### config.mk
export PLATFORM = sky130hd
export DESIGN_NAME = ucg_clock_gen
export DESIGN_NICKNAME = d
export VERILOG_FILES = /design/src/rtl/ucg_pkg.sv /design/src/rtl/ucg_baud_counter.sv /design/src/rtl/ucg_clock_gen.sv
export SDC_FILE = /design/constraint.sdc
export NUM_CORES = 1
export LEC_CHECK = 0
export ABC_AREA = 1
export BUFFER_PORTS_ARGS = -buffer_cell sky130_fd_sc_hd__buf_2
export CAP_MARGIN = 5
export CORE_ASPECT_RATIO = 1.25
export CORE_MARGIN = 2
export CORE_UTILIZATION = 40
export DETAILED_ROUTE_END_ITERATION = 7
export RECOVER_POWER = 50
export SYNTH_ARGS = -nofsm -noshare
export SYNTH_HDL_FRONTEND = slang
export SYNTH_HIERARCHICAL = 1
export SYNTH_SLANG_ARGS = --single-unit
### constraint.sdc
create_clock -name core_clk -period 4.5 [get_ports core_clk]
set_clock_uncertainty 0.1 [all_clocks]
set_input_delay 0.225 -clock core_clk [delete_from_list [all_inputs] [get_ports core_clk]]
set_output_delay 0.225 -clock core_clk [all_outputs]
set_load 0.01 [all_outputs]
### src/rtl/ucg_pkg.sv
/*
  Package of the serial clock generator: register offsets, field positions, reset values,
  divider limits and the clock-mode enumeration.
  Assumes an 8-bit register port with a 3-bit word address.
*/
package ucg_pkg;

  localparam int unsigned ADDR_W = 3;
  localparam int unsigned DATA_W = 8;
  localparam int unsigned DIV_W  = 12;
  localparam int unsigned HIGH_W = 4;
  localparam int unsigned PH_W   = 4;

  ////////////////////////////////////////////////////////////////////////////////////////
  // Register offsets.
  localparam logic [2:0] OFS_CTRL_STATUS_A   = 3'h0;
  localparam logic [2:0] OFS_CTRL_STATUS_C   = 3'h1;
  localparam logic [2:0] OFS_BAUD_HIGH       = 3'h2;
  localparam logic [2:0] OFS_BAUD_LOW        = 3'h3;
  localparam logic [2:0] OFS_XFER_DIR        = 3'h4;
  localparam logic [2:0] OFS_POWER_REDUCTION = 3'h5;
  localparam logic [2:0] OFS_CLK_STATUS      = 3'h6;

  ////////////////////////////////////////////////////////////////////////////////////////
  // Field positions.
  localparam int unsigned BIT_DOUBLE_SPEED = 1;
  localparam int unsigned BIT_SYNC_MODE    = 6;
  localparam int unsigned BIT_SYNC_POL     = 0;
  localparam int unsigned BIT_XFER_DIR     = 0;
  localparam int unsigned BIT_POWER_CUT    = 0;
  localparam int unsigned BIT_STAT_MODE_LO = 0;
  localparam int unsigned BIT_STAT_XCK     = 2;

  ////////////////////////////////////////////////////////////////////////////////////////
  // Reset values.
  localparam logic              RST_BIT     = 1'b0;
  localparam logic [HIGH_W-1:0] RST_HIGH    = 4'h0;
  localparam logic [DIV_W-1:0]  RST_DIVISOR = 12'h000;
  localparam logic [PH_W-1:0]   RST_PHASE   = 4'h0;
  localparam logic [DATA_W-1:0] RST_DATA    = 8'h00;

  ////////////////////////////////////////////////////////////////////////////////////////
  // Last state of the recovery counter: 16, 8 and 2 states.
  localparam logic [PH_W-1:0] LAST_NORMAL = 4'hf;
  localparam logic [PH_W-1:0] LAST_DOUBLE = 4'h7;
  localparam logic [PH_W-1:0] LAST_MASTER = 4'h1;

  typedef enum logic [1:0] {
    UCG_ASYNC_NORMAL = 2'b00,
    UCG_ASYNC_DOUBLE = 2'b01,
    UCG_SYNC_MASTER  = 2'b10,
    UCG_SYNC_SLAVE   = 2'b11
  } ucg_mode_t;

endpackage : ucg_pkg

### src/rtl/ucg_baud_counter.sv
/*
  Reloadable 12-bit baud down-counter with a one-cycle tick at each zero.
  Assumes load, load_value, divisor and enable come from logic on core_clk.
*/
`timescale 1ns/1ps

module ucg_baud_counter (
  input  wire logic                        core_clk,
  input  wire logic                        rst_b,
  input  wire logic                        enable,
  input  wire logic                        load,
  input  wire logic [ucg_pkg::DIV_W-1:0]   load_value,
  input  wire logic [ucg_pkg::DIV_W-1:0]   divisor,
  output logic                             tick
);

  typedef struct packed {
    logic [ucg_pkg::DIV_W-1:0] cnt;
    logic                      tick;
  } ucg_cnt_state_t;

  ucg_cnt_state_t q;
  ucg_cnt_state_t next_q;

  ////////////////////////////////////////////////////////////////////////////////////////
  always_comb begin
    next_q      = q;
    next_q.tick = 1'b0;
    if (load) begin
      next_q.cnt = load_value;
    end else if (enable) begin
      if (q.cnt == ucg_pkg::RST_DIVISOR) begin
        next_q.cnt  = divisor;
        next_q.tick = 1'b1;
      end else begin
        next_q.cnt = q.cnt - 12'h001;
      end
    end
  end

  always_ff @(posedge core_clk or negedge rst_b) begin
    if (!rst_b) begin
      q <= '0;
    end else begin
      q <= next_q;
    end
  end

  assign tick = q.tick;

  ////////////////////////////////////////////////////////////////////////////////////////
  AST_LOAD_VALUE: assert property (@(posedge core_clk) disable iff (!rst_b)
    load |=> (q.cnt == $past(load_value)))
    else $error("Counter did not take the loaded divisor.");

  AST_ZERO_TICK: assert property (@(posedge core_clk) disable iff (!rst_b)
    (enable && !load && q.cnt == 12'h000) |=> (tick && q.cnt == $past(divisor)))
    else $error("Zero count gave no tick or no reload.");

  AST_DECREMENT: assert property (@(posedge core_clk) disable iff (!rst_b)
    (enable && !load && q.cnt != 12'h000) |=> (!tick && q.cnt == $past(q.cnt) - 12'h001))
    else $error("Counter did not step down by one.");

endmodule : ucg_baud_counter

### src/rtl/ucg_clock_gen.sv
/*
  Clock generator of the serial unit: register port, baud generator, transmit divider,
  receive recovery state count and transfer-clock pin handling for all four modes.
  Assumes a register master on core_clk and a transfer-clock pin from outside the domain.
*/
// Functional notes
// - Four clock modes: async normal, async double, sync master, sync slave.
// - Sync mode bit set selects synchronous, cleared selects asynchronous operation.
// - In sync mode pin direction output means master, input means slave.
// - Transfer-clock pin is used only in synchronous modes.
// - Master drives its own clock on the pin; slave takes clock from pin.
// - Down-counter steps each cycle, reloads at zero and on low-byte write.
// - One baud tick per zero, rate is clock over divisor plus one.
// - Transmit clock is baud divided by 16, 8 or 2 per mode.
// - Receiver takes undivided baud ticks, with 16, 8 or 2 states.
// - Divisor is twelve bits, high part plus low byte.
// - Double-speed bit acts only in asynchronous mode, making 16 into 8.
// - With double speed the receiver uses 8 samples per bit.
// - Slave clock input is synchronised then edge detected before use.
// - Synchronising adds two cycles; the far clock stays below a quarter rate.
// - Polarity clear: change on rising, sample on falling; set reverses.
`timescale 1ns/1ps

module ucg_clock_gen (
  input  wire logic                          core_clk,
  input  wire logic                          rst_b,
  input  wire logic [ucg_pkg::ADDR_W-1:0]    reg_addr,
  input  wire logic [ucg_pkg::DATA_W-1:0]    reg_wdata,
  input  wire logic                          reg_wr,
  input  wire logic                          reg_rd,
  output logic      [ucg_pkg::DATA_W-1:0]    reg_rdata,
  input  wire logic                          xck_in,
  output logic                               xck_out,
  output logic                               xck_oe,
  output logic                               txclk,
  output logic                               rxclk,
  output logic      [ucg_pkg::PH_W-1:0]      rx_phase,
  output logic                               tx_change,
  output logic                               rx_sample
);

  typedef struct packed {
    logic                        double_speed_bit;
    logic                        sync_mode_select;
    logic                        sync_clock_polarity;
    logic [ucg_pkg::HIGH_W-1:0]  baud_divisor_high;
    logic [ucg_pkg::DIV_W-1:0]   baud_divisor;
    logic                        xfer_clk_direction;
    logic                        serial0_power_cut;
    ucg_pkg::ucg_mode_t          mode;
    logic [ucg_pkg::PH_W-1:0]    rx_phase;
    logic                        xck_s1;
    logic                        xck_s2;
    logic                        xck_s3;
    logic                        xck_out;
    logic                        xck_oe;
    logic                        txclk;
    logic                        rxclk;
    logic                        tx_change;
    logic                        rx_sample;
    logic [ucg_pkg::DATA_W-1:0]  rd_data;
  } ucg_state_t;

  ucg_state_t                q;
  ucg_state_t                next_q;
  logic                      baud_tick;
  logic                      low_write;
  logic [ucg_pkg::DIV_W-1:0] low_value;
  logic                      baud_enable;
  logic                      xck_rise;
  logic                      xck_fall;
  logic [ucg_pkg::PH_W-1:0]  phase_last;

  ////////////////////////////////////////////////////////////////////////////////////////
  // Baud generator. It stops in slave mode and under power cut, as only internal modes use it.
  assign low_write   = reg_wr && (reg_addr == ucg_pkg::OFS_BAUD_LOW);
  assign low_value   = {q.baud_divisor_high, reg_wdata};
  assign baud_enable = !q.serial0_power_cut && (q.mode != ucg_pkg::UCG_SYNC_SLAVE);

  ucg_baud_counter u_baud (
    .core_clk   (core_clk),
    .rst_b      (rst_b),
    .enable     (baud_enable),
    .load       (low_write),
    .load_value (low_value),
    .divisor    (q.baud_divisor),
    .tick       (baud_tick)
  );

  ////////////////////////////////////////////////////////////////////////////////////////
  // Edge detection looks only at the second and third stages, never at the first.
  assign xck_rise = q.xck_s2 && !q.xck_s3;
  assign xck_fall = !q.xck_s2 && q.xck_s3;

  always_comb begin
    unique case (q.mode)
      ucg_pkg::UCG_ASYNC_NORMAL: phase_last = ucg_pkg::LAST_NORMAL;
      ucg_pkg::UCG_ASYNC_DOUBLE: phase_last = ucg_pkg::LAST_DOUBLE;
      ucg_pkg::UCG_SYNC_MASTER:  phase_last = ucg_pkg::LAST_MASTER;
      ucg_pkg::UCG_SYNC_SLAVE:   phase_last = ucg_pkg::LAST_MASTER;
    endcase
  end

  ////////////////////////////////////////////////////////////////////////////////////////
  always_comb begin
    next_q           = q;
    next_q.txclk     = 1'b0;
    next_q.rxclk     = 1'b0;
    next_q.tx_change = 1'b0;
    next_q.rx_sample = 1'b0;
    next_q.rd_data   = ucg_pkg::RST_DATA;

    if (reg_wr) begin
      unique case (reg_addr)
        ucg_pkg::OFS_CTRL_STATUS_A: begin
          next_q.double_speed_bit = reg_wdata[ucg_pkg::BIT_DOUBLE_SPEED];
        end
        ucg_pkg::OFS_CTRL_STATUS_C: begin
          next_q.sync_mode_select    = reg_wdata[ucg_pkg::BIT_SYNC_MODE];
          next_q.sync_clock_polarity = reg_wdata[ucg_pkg::BIT_SYNC_POL];
        end
        ucg_pkg::OFS_BAUD_HIGH: begin
          next_q.baud_divisor_high = reg_wdata[ucg_pkg::HIGH_W-1:0];
        end
        ucg_pkg::OFS_BAUD_LOW: begin
          next_q.baud_divisor = low_value;
        end
        ucg_pkg::OFS_XFER_DIR: begin
          next_q.xfer_clk_direction = reg_wdata[ucg_pkg::BIT_XFER_DIR];
        end
        ucg_pkg::OFS_POWER_REDUCTION: begin
          next_q.serial0_power_cut = reg_wdata[ucg_pkg::BIT_POWER_CUT];
        end
        default: begin
        end
      endcase
    end

    if (reg_rd) begin
      unique case (reg_addr)
        ucg_pkg::OFS_CTRL_STATUS_A: begin
          next_q.rd_data[ucg_pkg::BIT_DOUBLE_SPEED] = q.double_speed_bit;
        end
        ucg_pkg::OFS_CTRL_STATUS_C: begin
          next_q.rd_data[ucg_pkg::BIT_SYNC_MODE] = q.sync_mode_select;
          next_q.rd_data[ucg_pkg::BIT_SYNC_POL]  = q.sync_clock_polarity;
        end
        ucg_pkg::OFS_BAUD_HIGH: begin
          next_q.rd_data[ucg_pkg::HIGH_W-1:0] = q.baud_divisor_high;
        end
        ucg_pkg::OFS_BAUD_LOW: begin
          next_q.rd_data = q.baud_divisor[ucg_pkg::DATA_W-1:0];
        end
        ucg_pkg::OFS_XFER_DIR: begin
          next_q.rd_data[ucg_pkg::BIT_XFER_DIR] = q.xfer_clk_direction;
        end
        ucg_pkg::OFS_POWER_REDUCTION: begin
          next_q.rd_data[ucg_pkg::BIT_POWER_CUT] = q.serial0_power_cut;
        end
        ucg_pkg::OFS_CLK_STATUS: begin
          next_q.rd_data[ucg_pkg::BIT_STAT_MODE_LO+1:ucg_pkg::BIT_STAT_MODE_LO] = q.mode;
          next_q.rd_data[ucg_pkg::BIT_STAT_XCK] = q.xck_s2;
        end
        default: begin
        end
      endcase
    end

    // Mode decode. Double speed is ignored while synchronous mode is selected.
    if (!next_q.sync_mode_select) begin
      next_q.mode = next_q.double_speed_bit ? ucg_pkg::UCG_ASYNC_DOUBLE : ucg_pkg::UCG_ASYNC_NORMAL;
    end else begin
      next_q.mode = next_q.xfer_clk_direction ? ucg_pkg::UCG_SYNC_MASTER : ucg_pkg::UCG_SYNC_SLAVE;
    end

    // Pin synchroniser: the first stage feeds only the second.
    next_q.xck_s1 = xck_in;
    next_q.xck_s2 = q.xck_s1;
    next_q.xck_s3 = q.xck_s2;

    // A mode change restarts the dividers, so a stale phase never exceeds the new state count.
    if ((next_q.mode != q.mode) || q.serial0_power_cut) begin
      next_q.rx_phase = ucg_pkg::RST_PHASE;
      next_q.xck_out  = 1'b0;
    end else begin
      unique case (q.mode)
        ucg_pkg::UCG_ASYNC_NORMAL, ucg_pkg::UCG_ASYNC_DOUBLE: begin
          if (baud_tick) begin
            next_q.rxclk = 1'b1;
            if (q.rx_phase == phase_last) begin
              next_q.rx_phase = ucg_pkg::RST_PHASE;
              next_q.txclk    = 1'b1;
            end else begin
              next_q.rx_phase = q.rx_phase + 4'h1;
            end
          end
          next_q.xck_out = 1'b0;
        end
        ucg_pkg::UCG_SYNC_MASTER: begin
          if (baud_tick) begin
            next_q.rxclk    = 1'b1;
            next_q.xck_out  = !q.xck_out;
            next_q.rx_phase = (q.rx_phase == phase_last) ? ucg_pkg::RST_PHASE : q.rx_phase + 4'h1;
            next_q.txclk    = (q.rx_phase == phase_last);
            if (next_q.xck_out ^ q.sync_clock_polarity) begin
              next_q.tx_change = 1'b1;
            end else begin
              next_q.rx_sample = 1'b1;
            end
          end
        end
        ucg_pkg::UCG_SYNC_SLAVE: begin
          next_q.xck_out   = 1'b0;
          next_q.tx_change = q.sync_clock_polarity ? xck_fall : xck_rise;
          next_q.rx_sample = q.sync_clock_polarity ? xck_rise : xck_fall;
          next_q.txclk     = next_q.tx_change;
          next_q.rxclk     = next_q.rx_sample;
        end
      endcase
    end

    next_q.xck_oe = (next_q.mode == ucg_pkg::UCG_SYNC_MASTER) && !next_q.serial0_power_cut;
  end

  always_ff @(posedge core_clk or negedge rst_b) begin
    if (!rst_b) begin
      q <= '0;
    end else begin
      q <= next_q;
    end
  end

  ////////////////////////////////////////////////////////////////////////////////////////
  assign reg_rdata = q.rd_data;
  assign xck_out   = q.xck_out;
  assign xck_oe    = q.xck_oe;
  assign txclk     = q.txclk;
  assign rxclk     = q.rxclk;
  assign rx_phase  = q.rx_phase;
  assign tx_change = q.tx_change;
  assign rx_sample = q.rx_sample;

  ////////////////////////////////////////////////////////////////////////////////////////
  AST_SYNC_SELECT: assert property (@(posedge core_clk) disable iff (!rst_b)
    (reg_wr && reg_addr == ucg_pkg::OFS_CTRL_STATUS_C) |=> (q.mode[1] == $past(reg_wdata[ucg_pkg::BIT_SYNC_MODE])))
    else $error("Sync mode bit did not select the clock family.");

  AST_PIN_ASYNC_IDLE: assert property (@(posedge core_clk) disable iff (!rst_b)
    !q.sync_mode_select |-> (!xck_oe && !xck_out && !tx_change && !rx_sample))
    else $error("Transfer clock pin active in asynchronous mode.");

  AST_DIR_SELECT: assert property (@(posedge core_clk) disable iff (!rst_b)
    (q.sync_mode_select && !q.serial0_power_cut) |-> (xck_oe == q.xfer_clk_direction))
    else $error("Pin direction did not pick master or slave.");

  AST_MASTER_TOGGLE: assert property (@(posedge core_clk) disable iff (!rst_b)
    (q.mode == ucg_pkg::UCG_SYNC_MASTER && next_q.mode == q.mode && !q.serial0_power_cut && baud_tick)
      |=> (xck_out != $past(xck_out)))
    else $error("Master clock did not toggle on a baud tick.");

  AST_TX_DIV16: assert property (@(posedge core_clk) disable iff (!rst_b)
    (q.mode == ucg_pkg::UCG_ASYNC_NORMAL && next_q.mode == q.mode && !q.serial0_power_cut && baud_tick)
      |=> (txclk == ($past(q.rx_phase) == ucg_pkg::LAST_NORMAL)))
    else $error("Normal mode transmit clock not baud over 16.");

  AST_RX_STATES_MASTER: assert property (@(posedge core_clk) disable iff (!rst_b)
    (q.mode == ucg_pkg::UCG_SYNC_MASTER) |-> (rx_phase <= ucg_pkg::LAST_MASTER))
    else $error("Master mode recovery counter exceeds two states.");

  AST_RX_STATES_DOUBLE: assert property (@(posedge core_clk) disable iff (!rst_b)
    (q.mode == ucg_pkg::UCG_ASYNC_DOUBLE) |-> (rx_phase <= ucg_pkg::LAST_DOUBLE))
    else $error("Double speed recovery counter exceeds eight states.");

  AST_DOUBLE_IGNORED_SYNC: assert property (@(posedge core_clk) disable iff (!rst_b)
    (q.sync_mode_select && q.double_speed_bit) |-> (q.mode != ucg_pkg::UCG_ASYNC_DOUBLE))
    else $error("Double speed took effect in synchronous mode.");

  AST_HIGH_HELD: assert property (@(posedge core_clk) disable iff (!rst_b)
    (reg_wr && reg_addr == ucg_pkg::OFS_BAUD_HIGH) |=> (q.baud_divisor == $past(q.baud_divisor)))
    else $error("High part write changed the active divisor.");

  AST_SLAVE_EDGE_DELAY: assert property (@(posedge core_clk) disable iff (!rst_b)
    (q.mode == ucg_pkg::UCG_SYNC_SLAVE && next_q.mode == q.mode && !q.serial0_power_cut && !q.sync_clock_polarity
      && q.xck_s1 && !q.xck_s2) |=> ##1 tx_change)
    else $error("Slave rising edge not seen two cycles after capture.");

  AST_MASTER_POLARITY: assert property (@(posedge core_clk) disable iff (!rst_b)
    (q.mode == ucg_pkg::UCG_SYNC_MASTER && $rose(xck_out)) |-> (tx_change == !q.sync_clock_polarity))
    else $error("Master data change edge does not follow polarity.");

endmodule : ucg_clock_gen

==> impl_metrics.toml <==
[die]
die_h_um = 103
fp.dieArea_sq_mm = 0.00850
coreArea_sq_mm = 0.00744
die_x_um = 82.9
ios = 34
start_util = 0.418
rows = 35

[global_route]
grt_usage = 0.173
grt_pass1_wl_mm = 11.9
grt_start_max_net_pins = 57
grt_overflow = 0
grt_pass1_vias = 2473
antenna_found_initial = 0

[yosys]
synthAdderAreaFrac = 0.0121
ys_warn_count = 6
syn_area_sq_mm = 0.00311
syn_avg_cell_area_sq_um = 8.03
synthTopCellsByArea = "dfrtp_1 (45%), nand2_1 (10%), inv_1 (6.4%), nand3_1 (5.2%), nor2_1 (4.5%)"
synth.distinct_cells = 38
seq_area_frac_synth = 0.451
synthCells = 387
synth_top_cell_by_area = "dfrtp_1"
synth-compound-area-share = 0.110
ys_seq_elements = 56
synthMuxAreaShare = 0.00322
synth_xor_area_frac = 0.0141
synth-simple-area-share = 0.293
syn_nets = 406
synth_top_area_share = 0.451
synth_top_family_by_area = "simple AND/OR/NAND/NOR gates"

[worst_setup_path]
critPathMaxFanout = 24
start_kind = "primary input"
arrival_ps = 3080
crit_start = "reg_addr[0]"
crit_end = "u_baud/q[12]"
crit_path_end_kind = "flip-flop"
r2r_cells = 9
rr_endpoint = "u_baud/q[12]"
rrSetupSlack_ps = 2530
crit_type = "in2reg"
reg2reg_from = "q[21]"
cp.required_ps = 4600

[timing]
fin_setup_tns_ps = 0
rsz0062_at_grt = "no"
period_share = 0.662
drv_slew = 25
setup_violations = 0
hold_viol_final = 0
slew_headroom = -0.110
holdWs_ps = 28.3
fin_crit_ps = 2980
fmaxAchievable_mhz = 335
worstMarginPinSlew_ps = 1660

[hold_path]
hp-class = "in2reg"

[pwr]
p_per_area_mw_per_mm2 = 464
irDropWorstVdd_uv = 196
p_leak_nw = 1.68
p_total_mw = 1.53

[place]
hpwl_mm = 5.07
io_buffer_count = 33
gp_congestion = 0.855

[final_layout]
num_antenna_cells = 0
area_growth_pct = 6.24
num-nets-final = 430
fillers = 784
drive_gt1_frac = 0.105

[flow_run]
maxCapViolCount = 1

[drt]
via_count = 2513
ant_nets = 0
drc = 0
via_per_inst = 5.00
wire_per_inst_um = 13.9
wl_mm = 6.97
initialDrtViolationCount = 108
firstDrtPassIters = 4

[run_status]
outcome = "finished, violations left"
violations = "max-capacitance violations, max-slew violations"

[clock_tree]
cts_buffers = 5
cts.reportedPaths.clkPinSlew_ps = 100
cts-root-buf = "clkbuf_8"
cts_setup_buffers = 0
cts_tree = "done"
clk_latency_ps = 310
cts_sinks = 56
clockBufferDepth = 2
htreeDepth = 2
state kept, by name (all words and copies together), names as in the netlist:
register	count
reg_rdata	8
low_value	4
rx_sample	1
next_q	2
u_baud/q	12
xck_out	1
u_baud/tick	1
rx_phase	4
txclk	1
tx_change	1
rxclk	1
q	19
xck_oe	1
logic make-up after synthesis:
logic type	after synthesis
AOI/OAI and AO/OA	58
xor gates and xnor gates	5
adders and majority gates	3
buffers and inverters	78
DFF	56
muxes	1
and+or+nand+nor	186
report_power, final:
group | switching (mW) | total (mW) | internal, mW | leakage, nW
Combinational | 0.371 | 0.565 | 0.195 | 0.925
Sequential | 0.0953 | 0.698 | 0.602 | 0.719
Clock | 0.164 | 0.270 | 0.106 | 0.0400
stage by stage:
step	std cells	worst slack [ps]	instance area (sq um)	util
finish	503	1520	3300	0.444
global route	503	1200	3300	0.444
CTS	503	2510	3360	0.451
detailed placement	494	2550	3260	0.437
global placement	494	2630	3260	0.437
floorplan	387	3040	3110	-
synth_stat cells (all sizes together):
cell and number:
inv 58, a21oi 4, ha 3, a221oi 1
xor2 3, o22ai 1, nand4 6, o221ai 1
a22oi 13, nand3 36, o21bai 1, o21ai 35
nor3 3, xnor2 2, mux2i 1, buf 17
a21boi 1, dfrtp 56, nand3b 6, nor2 45
clkinv 1, a31oi 1, nand2 90, clkbuf 2
cells in the final DEF (no fill, tap or decap), types with 2 or more instances in the layout:
cell type and instances:
a21oi_1 4, a22oi_1 13, buf_2 13, clkbuf_1 20
clkbuf_8 5, dfrtp_1 56, dlygate4sd3_1 2, ha_1 3
inv_1 54, inv_2 4, nand2_1 86, nand2_2 3
nand3_1 32, nand3_2 3, nand3b_1 6, nand4_1 4
nand4_2 2, nor2_1 39, nor2_2 3, nor2_4 2
nor3_1 2, o21ai_0 24, o21ai_1 10, xnor2_1 2
xor2_1 3
final cells by class:
type / instances / area, sq um / area share
clock inverter: 2 / 12.5 / 0.00379
multi-input combinational: 253 / 1320 / 0.398
inverter: 59 / 221 / 0.0670
sequential: 56 / 1400 / 0.424
clock buffer: 5 / 68.8 / 0.0208
timing repair buffer: 36 / 168 / 0.0508
tap: 92 / 115 / 0.0348
timing repair:
action | in CTS | in global routing
hold buffers | 2 | 0
endpoints found under the hold margin | 57 | 0
gates resized for setup | 0 | 0
worst max-delay path, stage by stage:
cell and delay (ps):
clkbuf_1 180, inv_1 120, nor2_1 210, nand2_1 120, nor2_1 1240, nor2_1 600, a22oi_1 310, nand2_1 70
per-layer routing:
layer,part of all wire,GRT usage,up-vias
met1,0.46,0.218,1192
met4,0.016,0.0643,0
li1,-,-,1277
met5,0,0,-
met2,0.50,0.305,37
met3,0.030,0.0272,7
worst min path at each step:
| stage | from | end | slack (ps) | cells past startpoint |
|---|---|---|---|---|
| 4_1_cts | reg_rd | reg_rdata[2] | 20 | 3 |
| 6_report | reg_rd | reg_rdata[2] | 30 | 3 |
| 3_5_place_dp | xck_in | next_q[15] | 240 | 1 |
| 2_1_floorplan | rst_b | low_value[10] | -170 | 0 |
| 5_1_grt | reg_rd | reg_rdata[2] | 30 | 3 |
| 3_3_place_gp | next_q[15] | next_q[14] | 240 | 0 |
(Power assumes the default switching activity.)
